File: config.mk
export PLATFORM = sky130hd
export DESIGN_NAME = rtc_value_regs
export DESIGN_NICKNAME = d
export VERILOG_FILES = /design/src/rtc_pkg.sv /design/src/rtc_bcd_pair.sv /design/src/rtc_tick_div.sv /design/src/rtc_value_regs.sv
export SDC_FILE = /design/constraint.sdc
export NUM_CORES = 1
export LEC_CHECK = 0
export BUFFER_PORTS_ARGS = -buffer_cell sky130_fd_sc_hd__buf_4
export CAP_MARGIN = 20
export CORE_ASPECT_RATIO = 0.7
export CORE_MARGIN = 10
export CORE_UTILIZATION = 43
export CTS_CLUSTER_DIAMETER = 40
export DETAILED_ROUTE_END_ITERATION = 7
export SLEW_MARGIN = 20
export SYNTH_ARGS = -nofsm -noshare
export SYNTH_HDL_FRONTEND = slang
export SYNTH_SLANG_ARGS = --single-unit
File: constraint.sdc
create_clock -name clk_sys -period 2.7 [get_ports clk_sys]
set_input_delay 0.54 -clock clk_sys [delete_from_list [all_inputs] [get_ports clk_sys]]
set_output_delay 0.54 -clock clk_sys [all_outputs]
set_load 0.02 [all_outputs]
File: src/rtc_pkg.sv
// Constants, field layouts and bus carrier type for the BCD time and alarm value block.
// Contract
// - weekday digit bits 10-8, values 0-6
// - hour tens bits 5-4, values 0-2
// - hour ones bits 3-0, values 0-9
// - minute tens bits 14-12, values 0-5
// - minute ones bits 11-8, values 0-9
// - second tens bits 6-4, values 0-5
// - second ones bits 3-0, values 0-9
// - alarm month tens single bit 12
// - alarm month ones bits 11-8, 0-9
// - alarm day tens bits 5-4, 0-3
// - alarm day ones bits 3-0, 0-9
// - gated views writable only when write enable set
// - unused view bits read as zero
// - time pointer 01 weekday/hours, 00 minutes/seconds
// - alarm pointer 10 month/day, 01, 00 views
// - pointer decrements on upper access, stops 00
// - lower minutes/seconds write clears half-second status
// - time values locked while write enable clear
`default_nettype none

package rtc_pkg;

  // Register word addresses on the plain register port.
  localparam logic [1:0] ADDR_CONFIG    = 2'h0;
  localparam logic [1:0] ADDR_ALARM_CFG = 2'h1;
  localparam logic [1:0] ADDR_TIME_WIN  = 2'h2;
  localparam logic [1:0] ADDR_ALARM_WIN = 2'h3;

  // Field positions inside the configuration words.
  localparam int WREN_BIT = 13;
  localparam int HALF_BIT = 11;
  localparam int PTR_LSB  = 8;

  // Window pointer codes.
  localparam logic [1:0] PTR_MINUTES_SECONDS_VIEW = 2'h0;
  localparam logic [1:0] PTR_WKHR   = 2'h1;
  localparam logic [1:0] PTR_MONDAY = 2'h2;

  // Implemented bits of each view; all others read as zero.
  localparam logic [15:0] MASK_WKHR   = 16'h073f;
  localparam logic [15:0] MASK_MINUTES_SECONDS_VIEW = 16'h7f7f;
  localparam logic [15:0] MASK_MONDAY = 16'h1f3f;

  // Wrap values of the BCD counters.
  localparam logic [7:0] MAX_SEC  = 8'h59;
  localparam logic [7:0] MAX_MIN  = 8'h59;
  localparam logic [7:0] MAX_HOUR = 8'h23;
  localparam logic [2:0] MAX_WEEKDAY_DIGIT = 3'h6;

  // Values after reset.
  localparam logic [15:0] RST_VIEW = 16'h0000;
  localparam logic [7:0]  RST_PAIR = 8'h00;
  localparam logic [1:0]  RST_PTR  = 2'h0;

  // Half-second timing at the system clock rate.
  localparam int CLK_PERIOD_NS   = 4;
  localparam int HALF_SEC_NS     = 500_000_000;
  localparam int HALF_SEC_CYCLES = HALF_SEC_NS / CLK_PERIOD_NS;

  // One register port request.
  typedef struct packed {
    logic [1:0]  addr;
    logic [15:0] wdata;
    logic [1:0]  be;
    logic        wr;
    logic        rd;
  } reg_req_t;

endpackage : rtc_pkg

`default_nettype wire

File: src/rtc_bcd_pair.sv
// Two-digit BCD counter with software load and carry out at its wrap value.
`default_nettype none

module rtc_bcd_pair #(
  parameter logic [7:0] MAX = 8'h59
) (
  // Clock and reset.
  input  wire logic       clk_sys,
  input  wire logic       reset,
  // Count and load controls.
  input  wire logic       inc,
  input  wire logic       load,
  input  wire logic [7:0] load_val,
  // Counter value and carry.
  output logic [7:0]      value,
  output logic            wrap
);

  logic [7:0] val_q;
  logic [7:0] val_d;

  // A load wins over a count in the same cycle.
  always_comb begin
    val_d = val_q;
    if (load) begin
      val_d = load_val;
    end else if (inc) begin
      if (val_q == MAX) begin
        val_d = rtc_pkg::RST_PAIR;
      end else if (val_q[3:0] == 4'h9) begin
        val_d = {val_q[7:4] + 4'h1, 4'h0};
      end else begin
        val_d = {val_q[7:4], val_q[3:0] + 4'h1};
      end
    end
  end

  // Registers the counter.
  always_ff @(posedge clk_sys) begin
    if (reset) begin
      val_q <= rtc_pkg::RST_PAIR;
    end else begin
      val_q <= val_d;
    end
  end

  assign value = val_q;
  assign wrap  = inc & ~load & (val_q == MAX);

endmodule : rtc_bcd_pair

`default_nettype wire

File: src/rtc_tick_div.sv
// Divider that makes the one-cycle half-second enable pulse.
`default_nettype none

module rtc_tick_div #(
  parameter int CYCLES = 125_000_000
) (
  // Clock and reset.
  input  wire logic clk_sys,
  input  wire logic reset,
  // Restart the period from zero.
  input  wire logic restart,
  // Half-second enable pulse.
  output logic      tick
);

  localparam int CW = $clog2(CYCLES);

  logic [CW-1:0] cnt_q;
  logic [CW-1:0] cnt_d;
  logic          tick_q;
  logic          tick_d;

  // Counts system cycles; the pulse is set on the last one of each period and shows on tick one cycle later.
  always_comb begin
    tick_d = 1'b0;
    cnt_d  = cnt_q + 1'b1;
    if (restart) begin
      cnt_d = '0;
    end else if (cnt_q == CW'(CYCLES - 1)) begin
      cnt_d  = '0;
      tick_d = 1'b1;
    end
  end

  // Registers the divider state.
  always_ff @(posedge clk_sys) begin
    if (reset) begin
      cnt_q  <= '0;
      tick_q <= 1'b0;
    end else begin
      cnt_q  <= cnt_d;
      tick_q <= tick_d;
    end
  end

  assign tick = tick_q;

endmodule : rtc_tick_div

`default_nettype wire

File: src/rtc_value_regs.sv
// Windowed BCD time and alarm value registers with a running time-of-day counter.
//
// The implementer's own choices: the address map and strobed register access.
`default_nettype none

module rtc_value_regs #(
  parameter int HALF_SEC_CYCLES = rtc_pkg::HALF_SEC_CYCLES
) (
  // Clock and reset.
  input  wire logic              clk_sys,
  input  wire logic              reset,
  // Register port.
  input  wire rtc_pkg::reg_req_t req,
  output logic [15:0]            rd_data
);

  // Time counters.
  logic [7:0] sec_v;
  logic [7:0] min_v;
  logic [7:0] hour_v;
  logic       sec_wrap;
  logic       min_wrap;
  logic       hour_wrap;
  logic       tick;

  // Control and alarm state.
  logic        wren_q;
  logic        wren_d;
  logic        half_q;
  logic        half_d;
  logic [1:0]  tptr_q;
  logic [1:0]  tptr_d;
  logic [1:0]  aptr_q;
  logic [1:0]  aptr_d;
  logic [2:0]  weekday_digit_q;
  logic [2:0]  weekday_digit_d;
  logic [15:0] al_md_q;
  logic [15:0] al_md_d;
  logic [15:0] al_wh_q;
  logic [15:0] al_wh_d;
  logic [15:0] al_ms_q;
  logic [15:0] al_ms_d;
  logic [15:0] rd_q;
  logic [15:0] rd_d;

  // Decoded accesses.
  logic       t_acc;
  logic       a_acc;
  logic       t_wr_hi;
  logic       t_wr_lo;
  logic       a_wr;
  logic       sec_load;
  logic       min_load;
  logic       hour_load;
  logic       weekday_digit_load;
  logic       sec_inc;
  logic [15:0] time_view;
  logic [15:0] alarm_view;

  // Decrements a window pointer down to zero and holds it there.
  function automatic logic [1:0] ptr_step(input logic [1:0] p);
    ptr_step = (p == rtc_pkg::PTR_MINUTES_SECONDS_VIEW) ? p : p - 2'h1;
  endfunction : ptr_step

  // Half-second pulse source; restarted when software sets the seconds.
  rtc_tick_div #(
    .CYCLES (HALF_SEC_CYCLES)
  ) u_div (
    .clk_sys (clk_sys),
    .reset   (reset),
    .restart (sec_load),
    .tick    (tick)
  );

  // Seconds, minutes and hours in BCD with carries between them.
  rtc_bcd_pair #(.MAX (rtc_pkg::MAX_SEC)) u_sec (
    .clk_sys  (clk_sys),
    .reset    (reset),
    .inc      (sec_inc),
    .load     (sec_load),
    .load_val ({1'b0, req.wdata[6:0]}),
    .value    (sec_v),
    .wrap     (sec_wrap)
  );

  rtc_bcd_pair #(.MAX (rtc_pkg::MAX_MIN)) u_min (
    .clk_sys  (clk_sys),
    .reset    (reset),
    .inc      (sec_wrap),
    .load     (min_load),
    .load_val ({1'b0, req.wdata[14:8]}),
    .value    (min_v),
    .wrap     (min_wrap)
  );

  rtc_bcd_pair #(.MAX (rtc_pkg::MAX_HOUR)) u_hour (
    .clk_sys  (clk_sys),
    .reset    (reset),
    .inc      (min_wrap),
    .load     (hour_load),
    .load_val ({2'h0, req.wdata[5:0]}),
    .value    (hour_v),
    .wrap     (hour_wrap)
  );

  // Access decode and the write gating by the write enable bit.
  always_comb begin
    t_acc     = (req.addr == rtc_pkg::ADDR_TIME_WIN) & ((req.wr & req.be[1]) | req.rd);
    a_acc     = (req.addr == rtc_pkg::ADDR_ALARM_WIN) & ((req.wr & req.be[1]) | req.rd);
    t_wr_hi   = req.wr & (req.addr == rtc_pkg::ADDR_TIME_WIN) & wren_q & req.be[1];
    t_wr_lo   = req.wr & (req.addr == rtc_pkg::ADDR_TIME_WIN) & wren_q & req.be[0];
    a_wr      = req.wr & (req.addr == rtc_pkg::ADDR_ALARM_WIN);
    sec_load  = t_wr_lo & (tptr_q == rtc_pkg::PTR_MINUTES_SECONDS_VIEW);
    min_load  = t_wr_hi & (tptr_q == rtc_pkg::PTR_MINUTES_SECONDS_VIEW);
    hour_load = t_wr_lo & (tptr_q == rtc_pkg::PTR_WKHR);
    weekday_digit_load = t_wr_hi & (tptr_q == rtc_pkg::PTR_WKHR);
    sec_inc   = tick & half_q;
  end

  // Views presented through the two windows.
  always_comb begin
    time_view = rtc_pkg::RST_VIEW;
    if (tptr_q == rtc_pkg::PTR_WKHR) begin
      time_view = {5'h0, weekday_digit_q, hour_v} & rtc_pkg::MASK_WKHR;
    end else if (tptr_q == rtc_pkg::PTR_MINUTES_SECONDS_VIEW) begin
      time_view = {min_v, sec_v} & rtc_pkg::MASK_MINUTES_SECONDS_VIEW;
    end
    alarm_view = rtc_pkg::RST_VIEW;
    if (aptr_q == rtc_pkg::PTR_MONDAY) begin
      alarm_view = al_md_q;
    end else if (aptr_q == rtc_pkg::PTR_WKHR) begin
      alarm_view = al_wh_q;
    end else if (aptr_q == rtc_pkg::PTR_MINUTES_SECONDS_VIEW) begin
      alarm_view = al_ms_q;
    end
  end

  // Next values of the control, alarm and read-data registers.
  always_comb begin
    wren_d  = wren_q;
    half_d  = half_q;
    tptr_d  = tptr_q;
    aptr_d  = aptr_q;
    weekday_digit_d  = weekday_digit_q;
    al_md_d = al_md_q;
    al_wh_d = al_wh_q;
    al_ms_d = al_ms_q;
    rd_d    = rtc_pkg::RST_VIEW;
    if (tick) begin
      half_d = ~half_q;
    end
    if (sec_load) begin
      half_d = 1'b0;
    end
    if (weekday_digit_load) begin
      weekday_digit_d = req.wdata[10:8];
    end else if (hour_wrap) begin
      weekday_digit_d = (weekday_digit_q == rtc_pkg::MAX_WEEKDAY_DIGIT) ? 3'h0 : weekday_digit_q + 3'h1;
    end
    if (t_acc) begin
      tptr_d = ptr_step(tptr_q);
    end
    if (a_acc) begin
      aptr_d = ptr_step(aptr_q);
    end
    if (req.wr && req.addr == rtc_pkg::ADDR_CONFIG) begin
      if (req.be[1]) begin
        wren_d = req.wdata[rtc_pkg::WREN_BIT];
        tptr_d = req.wdata[rtc_pkg::PTR_LSB +: 2];
      end
    end else if (req.wr && req.addr == rtc_pkg::ADDR_ALARM_CFG) begin
      if (req.be[1]) begin
        aptr_d = req.wdata[rtc_pkg::PTR_LSB +: 2];
      end
    end
    if (a_wr && aptr_q == rtc_pkg::PTR_MONDAY && wren_q) begin
      if (req.be[1]) al_md_d[15:8] = req.wdata[15:8] & rtc_pkg::MASK_MONDAY[15:8];
      if (req.be[0]) al_md_d[7:0] = req.wdata[7:0] & rtc_pkg::MASK_MONDAY[7:0];
    end else if (a_wr && aptr_q == rtc_pkg::PTR_WKHR && wren_q) begin
      if (req.be[1]) al_wh_d[15:8] = req.wdata[15:8] & rtc_pkg::MASK_WKHR[15:8];
      if (req.be[0]) al_wh_d[7:0] = req.wdata[7:0] & rtc_pkg::MASK_WKHR[7:0];
    end else if (a_wr && aptr_q == rtc_pkg::PTR_MINUTES_SECONDS_VIEW) begin
      if (req.be[1]) al_ms_d[15:8] = req.wdata[15:8] & rtc_pkg::MASK_MINUTES_SECONDS_VIEW[15:8];
      if (req.be[0]) al_ms_d[7:0] = req.wdata[7:0] & rtc_pkg::MASK_MINUTES_SECONDS_VIEW[7:0];
    end
    if (req.rd) begin
      if (req.addr == rtc_pkg::ADDR_CONFIG) begin
        rd_d = {2'h0, wren_q, 1'b0, half_q, 1'b0, tptr_q, 8'h00};
      end else if (req.addr == rtc_pkg::ADDR_ALARM_CFG) begin
        rd_d = {6'h00, aptr_q, 8'h00};
      end else if (req.addr == rtc_pkg::ADDR_TIME_WIN) begin
        rd_d = time_view;
      end else begin
        rd_d = alarm_view;
      end
    end
  end

  // Registers the control, alarm and read-data state.
  always_ff @(posedge clk_sys) begin
    if (reset) begin
      wren_q  <= 1'b0;
      half_q  <= 1'b0;
      tptr_q  <= rtc_pkg::RST_PTR;
      aptr_q  <= rtc_pkg::RST_PTR;
      weekday_digit_q  <= 3'h0;
      al_md_q <= rtc_pkg::RST_VIEW;
      al_wh_q <= rtc_pkg::RST_VIEW;
      al_ms_q <= rtc_pkg::RST_VIEW;
      rd_q    <= rtc_pkg::RST_VIEW;
    end else begin
      wren_q  <= wren_d;
      half_q  <= half_d;
      tptr_q  <= tptr_d;
      aptr_q  <= aptr_d;
      weekday_digit_q  <= weekday_digit_d;
      al_md_q <= al_md_d;
      al_wh_q <= al_wh_d;
      al_ms_q <= al_ms_d;
      rd_q    <= rd_d;
    end
  end

  assign rd_data = rd_q;
endmodule : rtc_value_regs

`default_nettype wire

* Yosys cells after proc, flatten, opt, wreduce, memory -nomap -nowiden
Cells that the tools add are included.
** Word-level totals
- Bits in registers :: 111
- Bits in latches :: 0
- Memory bits (writable) :: 0
- ROM bits :: 0
- Input bits :: 24
- Output and inout bits :: 16
- Logic and storage cells :: 147
- Memories kept :: 0
** Operators by class
- $add $sub $neg :: 10
- $mul :: 0
- Div/mod/pow operators :: 0
- Order comparisons :: 0
- Equal/unequal tests :: 14
- Shifts and indexed selects :: 0
- Muxes and demuxes :: 33
- Bitwise gates (word level) :: 27
- Reduce and logical (&&, ||, !) cells :: 39
** Operators with widths (number)
- 15-bit two-way mux :: 6
- 8-bit two-way mux :: 6
- 14-bit two-way mux :: 2
- 7-bit two-way mux :: 4
- 27-bit by 1-bit adder with 27-bit output (second input constant) :: 1
- 27-bit equality test (second input constant) :: 1
- 4-bit by 1-bit adder with 4-bit output (second input constant) :: 6
- 1-bit bitwise AND :: 19
- 2-bit two-way mux :: 9
- 2-bit AND reduction :: 9
- 8-bit by 7-bit equality test with 1-bit output (second input constant) :: 2
- 2-bit nonzero test :: 7
- 4-bit equality test (second input constant) :: 3
- 6-bit two-way mux :: 2
- 3-bit two-way mux :: 3
- 3-bit nonzero test :: 3
- 8-bit by 6-bit equality test with 1-bit output (second input constant) :: 1
- 4-bit AND reduction :: 2
- 2-bit OR reduction :: 4
- 1-bit logical AND :: 7
- 1-bit NOT :: 7
- 2-bit by 1-bit equality test with 1-bit output (second input constant) :: 3
- 2-bit equality test (second input constant) :: 3
- 2-bit logical NOT :: 3
- 8 further kinds :: 10

* Depth between registers and ports, before layout
- Depth in word-level cells :: 14
- Gate-level depth with buffers :: 9

* By module
A second synthesis with hierarchy kept.
** Second synthesis, totals
- Cells, all modules :: 671
- Area, all modules :: 5766.8 µm²
** By module, submodules not included
- rtc_value_regs :: instances 1, cells an instance 327, area an instance 2839.0 µm², sequential area each 1141.1 µm²
- rtc_tick_div :: instances 1, cells an instance 151, area an instance 1331.3 µm², sequential area each 560.5 µm²
- rtc_bcd_pair (u_min ...) :: instances 2, cells an instance 65, area an instance 524.3 µm², sequential area each 160.2 µm²
- rtc_bcd_pair (u_hour) :: instances 1, cells an instance 63, area an instance 548.0 µm², sequential area each 160.2 µm²

* Worst setup path before layout
OpenSTA, ideal clock, no wires.
- Path type :: input to register
- From :: input port req[21] (netlist bit)
- To :: register weekday_digit_q[0]
- Setup time :: 91 ps
- Data arrival time :: 2178 ps
- Path slack :: 431 ps
- Stages on the path :: 7
- Buffers on the path :: 2
- Cell sequence :: buf_2 nor4b_2 and4b_1 or3b_1 buf_6 a2111o_1 a311oi_1
** On the way
- Cells in the longest elaborated chain, start to end :: 13
- Elaborated cells between the ends (all ways) :: 20
- Those cells by class :: eq/ne: 1; mux: 1; bitwise: 17; reduce/logical: 1
** RTL lines
- start: declaration :: line rtc_value_regs.sv:13 : input wire rtc_pkg::reg_req_t req,
- 2-bit equality test (*) :: line rtc_value_regs.sv:110, rtc_value_regs.sv:111
- 1-bit bitwise AND (*) (2 in series) :: line rtc_value_regs.sv:110, rtc_value_regs.sv:111
- 1-bit bitwise AND :: line rtc_value_regs.sv:111 : t_wr_lo = req.wr & (req.addr == rtc_pkg::ADDR_TIME_WIN) & wren_q & req.be[0];
- 1-bit bitwise AND :: line rtc_value_regs.sv:113 : sec_load = t_wr_lo & (tptr_q == rtc_pkg::PTR_MINUTES_SECONDS_VIEW);
- 1-bit NOT :: line rtc_bcd_pair.sv:48 : assign wrap = inc & ~load & (val_q == MAX);
- 1-bit bitwise AND (6 in series) :: line rtc_bcd_pair.sv:48
- 2-bit nonzero test (no source line)
- end signal: assignment :: line rtc_value_regs.sv:216 : weekday_digit_q <= weekday_digit_d;
- end: declaration :: line rtc_value_regs.sv:35 : logic [2:0] weekday_digit_q;
Every way passes the cells marked *; elsewhere a longest branch is shown, timed or not.
A chain may end at the register's enable or synchronous reset.

* Worst setup path in the final report
- From :: register u_sec.val_q[0], in the netlist u_sec.value[0]
- To :: register u_hour.val_q[2], in the netlist u_hour.value[2]
** On the way
- Cells in the longest elaborated chain, start to end :: 5
** RTL lines
- start: declaration :: line rtc_bcd_pair.sv:19 : logic [7:0] val_q;
- start signal: assignment :: line rtc_bcd_pair.sv:41 : val_q <= rtc_pkg::RST_PAIR;
- start signal: assignment :: line rtc_bcd_pair.sv:43 : val_q <= val_d;
- 8-bit by 7-bit equality test with 1-bit output :: line rtc_bcd_pair.sv:48
- 1-bit bitwise AND (3 in series) :: line rtc_bcd_pair.sv:48
- 2-bit nonzero test (no source line)
- end signal: assignment :: line rtc_bcd_pair.sv:41
- end signal: assignment :: line rtc_bcd_pair.sv:43
- end: declaration :: line rtc_bcd_pair.sv:19
Every way passes these cells.

==> reports/results.tsv <==
metric	value	unit
grt_remaining_overflow	0	
postCtsSetupRepairBufs	0	
fp.dieH	114	um
criticalPathCategory	flip-flop to flip-flop	
grt-busiest-layer	met1	
cts.repair.resized	0	
synth_area	0.00544	mm^2
use_met3	2.55	%
finalMaxSlewViolations	0	
p_seq_share	52.5	%
critical_path.max_fanout	8	
wl_per_cell	17.1	um
min_period	2510	ps
grt_util_met1	24.0	%
ys.flop_type	dfxtp_1	
globalplace.congestion	0.906	
status	finished clean	
dpl.cell_count	835	
ys_ff_latch	109	
fin_skew	7.84	ps
clockBufferDepth	2	
cts.htree.levels	3	
worstPathArrival	2760	ps
yosys_warnings	0	
clock-sinks	109	
synth-seq-area-share	40.1	%
worst_hold_slack	454	ps
tns	0	ps
slew_headroom	43.1	%
worst_pin_slew	842	ps
grt_pass1_wl	23200	um
first_pass_iters	4	
syn-mean-instance-area	8.37	um^2
cts_root_buf	clkbuf_16	
grt_max_degree	42	
die_area	0.0176	mm^2
num-nets-final	721	
p_leak	2.18	nW
wirelength	14600	um
grt.met2_usage	23.3	%
antenna_cells	0	
drtAntennaViolNets	0	
p_int	0.00235	W
crit_required	2950	ps
vias	4799	
synth-edff-count	0	
switchingPower	0.000755	W
yosysTopAreaCell	dfxtp_1	
cts_made_buffers	9	
ir_drop	0.000291	V
powerDensity	497	mW/mm^2
drtIter0Drc	346	
period_share	92.9	%
initial_core_util	43.9	%
clkPwrFrac	41.8	%
cts_tree	done	
vias_per_cell	5.64	
ctsHoldBuffers	0	
synth_area_leaders	dfxtp_1, nor2_1, mux2i_1	
report.final.setup_viol	0	
maxCapViolations	0	
io_pins	40	
track_usage	15.9	%
nFillCells	1204	
end_kind	flip-flop	
yosys.area.top_type_share	40.1	%
layout-drive-gt1-share	13.9	%
coreArea	0.0124	mm^2
fmax	0.399	GHz
rows	34	
port_buffers	35	
ys_top_cells_by_count	dfxtp_1, nor2_1, nand2_1, a21oi_1, nand3_1	
rsz0062_at_grt	no	
die_width	154	um
clk_pin_slew_worst_paths	70	ps
insertion_delay	350	ps
netSwitchingFraction	24.3	%
syn_to_final_growth	14.7	%
antenna_found_initial	0	
postLayoutCoreUtil	50.4	%
crit_path_start_kind	flip-flop	
min_path_type	primary input to flip-flop	
async_reset_ff_share	0	%
hold_viol	0	
place.detailed.hpwl	10900	um
final_cells	851	
synth.distinct_cells	64	
syn_inst	649	
grt_pass1_vias	4436	
yosysMostFrequentCell	dfxtp_1	
drc	0	
p_comb_share	5.7	%
==> flip-flops by register name, summed over array words and instances, names as in the netlist <==
register	flops
wren_q	1
al_wh_q	9
u_div.tick	1
al_ms_q	14
al_md_q	11
aptr_q	2
half_q	1
rd_data	14
u_div.cnt_q	27
u_sec.value	8
u_min.value	8
u_hour.value	8
tptr_q	2
weekday_digit_q	3
==> through the flow <==
stage          setup WS, ps  cell area (um^2)  power (W)
5_1_grt                 103              6240    0.00320
3_5_place_dp            171              5950    0.00184
2_1_floorplan           431              5440    0.00176
3_3_place_gp           42.4              5940    0.00184
6_report                193              6240    0.00310
4_1_cts                 206              6240    0.00313
==> placed cells by master, fill, tap and decap left out, types with 15 or more instances in the layout <==
cell type | Yosys | routed
mux2i_1 | 32 | 32
o21ai_0 | 23 | 23
nand3_1 | 37 | 37
dfxtp_1 | 109 | 109
nor2_1 | 90 | 90
a21oi_1 | 39 | 39
a211oi_1 | 15 | 15
nand2_1 | 56 | 56
nor3_1 | 26 | 26
buf_4 | 2 | 62
==> routing by layer <==
metal / vias to the layer above / routed length [um]
li1: 2382 / -
met1: 2287 / 7640
met2: 122 / 6090
met3: 8 / 770
met4: 0 / 73
met5: - / 0
==> layout make-up <==
cell class	count	area, um^2	area share (%)
Multi-Input combinational cell	488	3040	48.8
Sequential cell	109	2180	35.0
Timing Repair Buffer	62	465	7.46
Clock buffer	10	239	3.83
Tap cell	162	203	3.25
Inverter	14	52.6	0.843
Clock inverter	6	51.3	0.823
==> worst paths after layout <==
check / endpoint / cells past startpoint / slack, ps / start
setup reg to reg: u_hour.value[2] / 6 / 190 / u_sec.value[0]
hold reg to reg: al_md_q[0] / 2 / 460 / al_md_q[0]
hold / removal: al_ms_q[6] / 3 / 450 / req[10]
setup / recovery: u_hour.value[2] / 6 / 190 / u_sec.value[0]
==> kinds of logic after synthesis <==
kind of cell	count (synthesis)	share of synthesized area, %
AOI/OAI and AO/OA	117	13.7
xor gates and xnor gates	26	4.19
adders and majority gates	13	2.99
buffers and inverters	53	4.05
DFF	109	40.1
muxes	38	7.14
other	1	0.0690
and+or+nand+nor	292	27.7
==> critical path, stage by stage, from the launching register on <==
cell and delay, ps:
dfxtp_1 420, ha_1 270, and3b_4 260, and3_4 210, or3b_1 490, or4b_1 500, a311oi_1 260
==> power groups by stage <==
stage	Combinational, W	Sequential (W)	Clock [W]
6_report	0.000177	0.00163	0.00130
3_5_place_dp	0.000175	0.00167	0
2_1_floorplan	0.0000953	0.00166	0
3_3_place_gp	0.000172	0.00167	0
4_1_cts	0.000175	0.00163	0.00132
5_1_grt	0.000190	0.00163	0.00139
No activity file was read; power rests on OpenSTA's default activity.
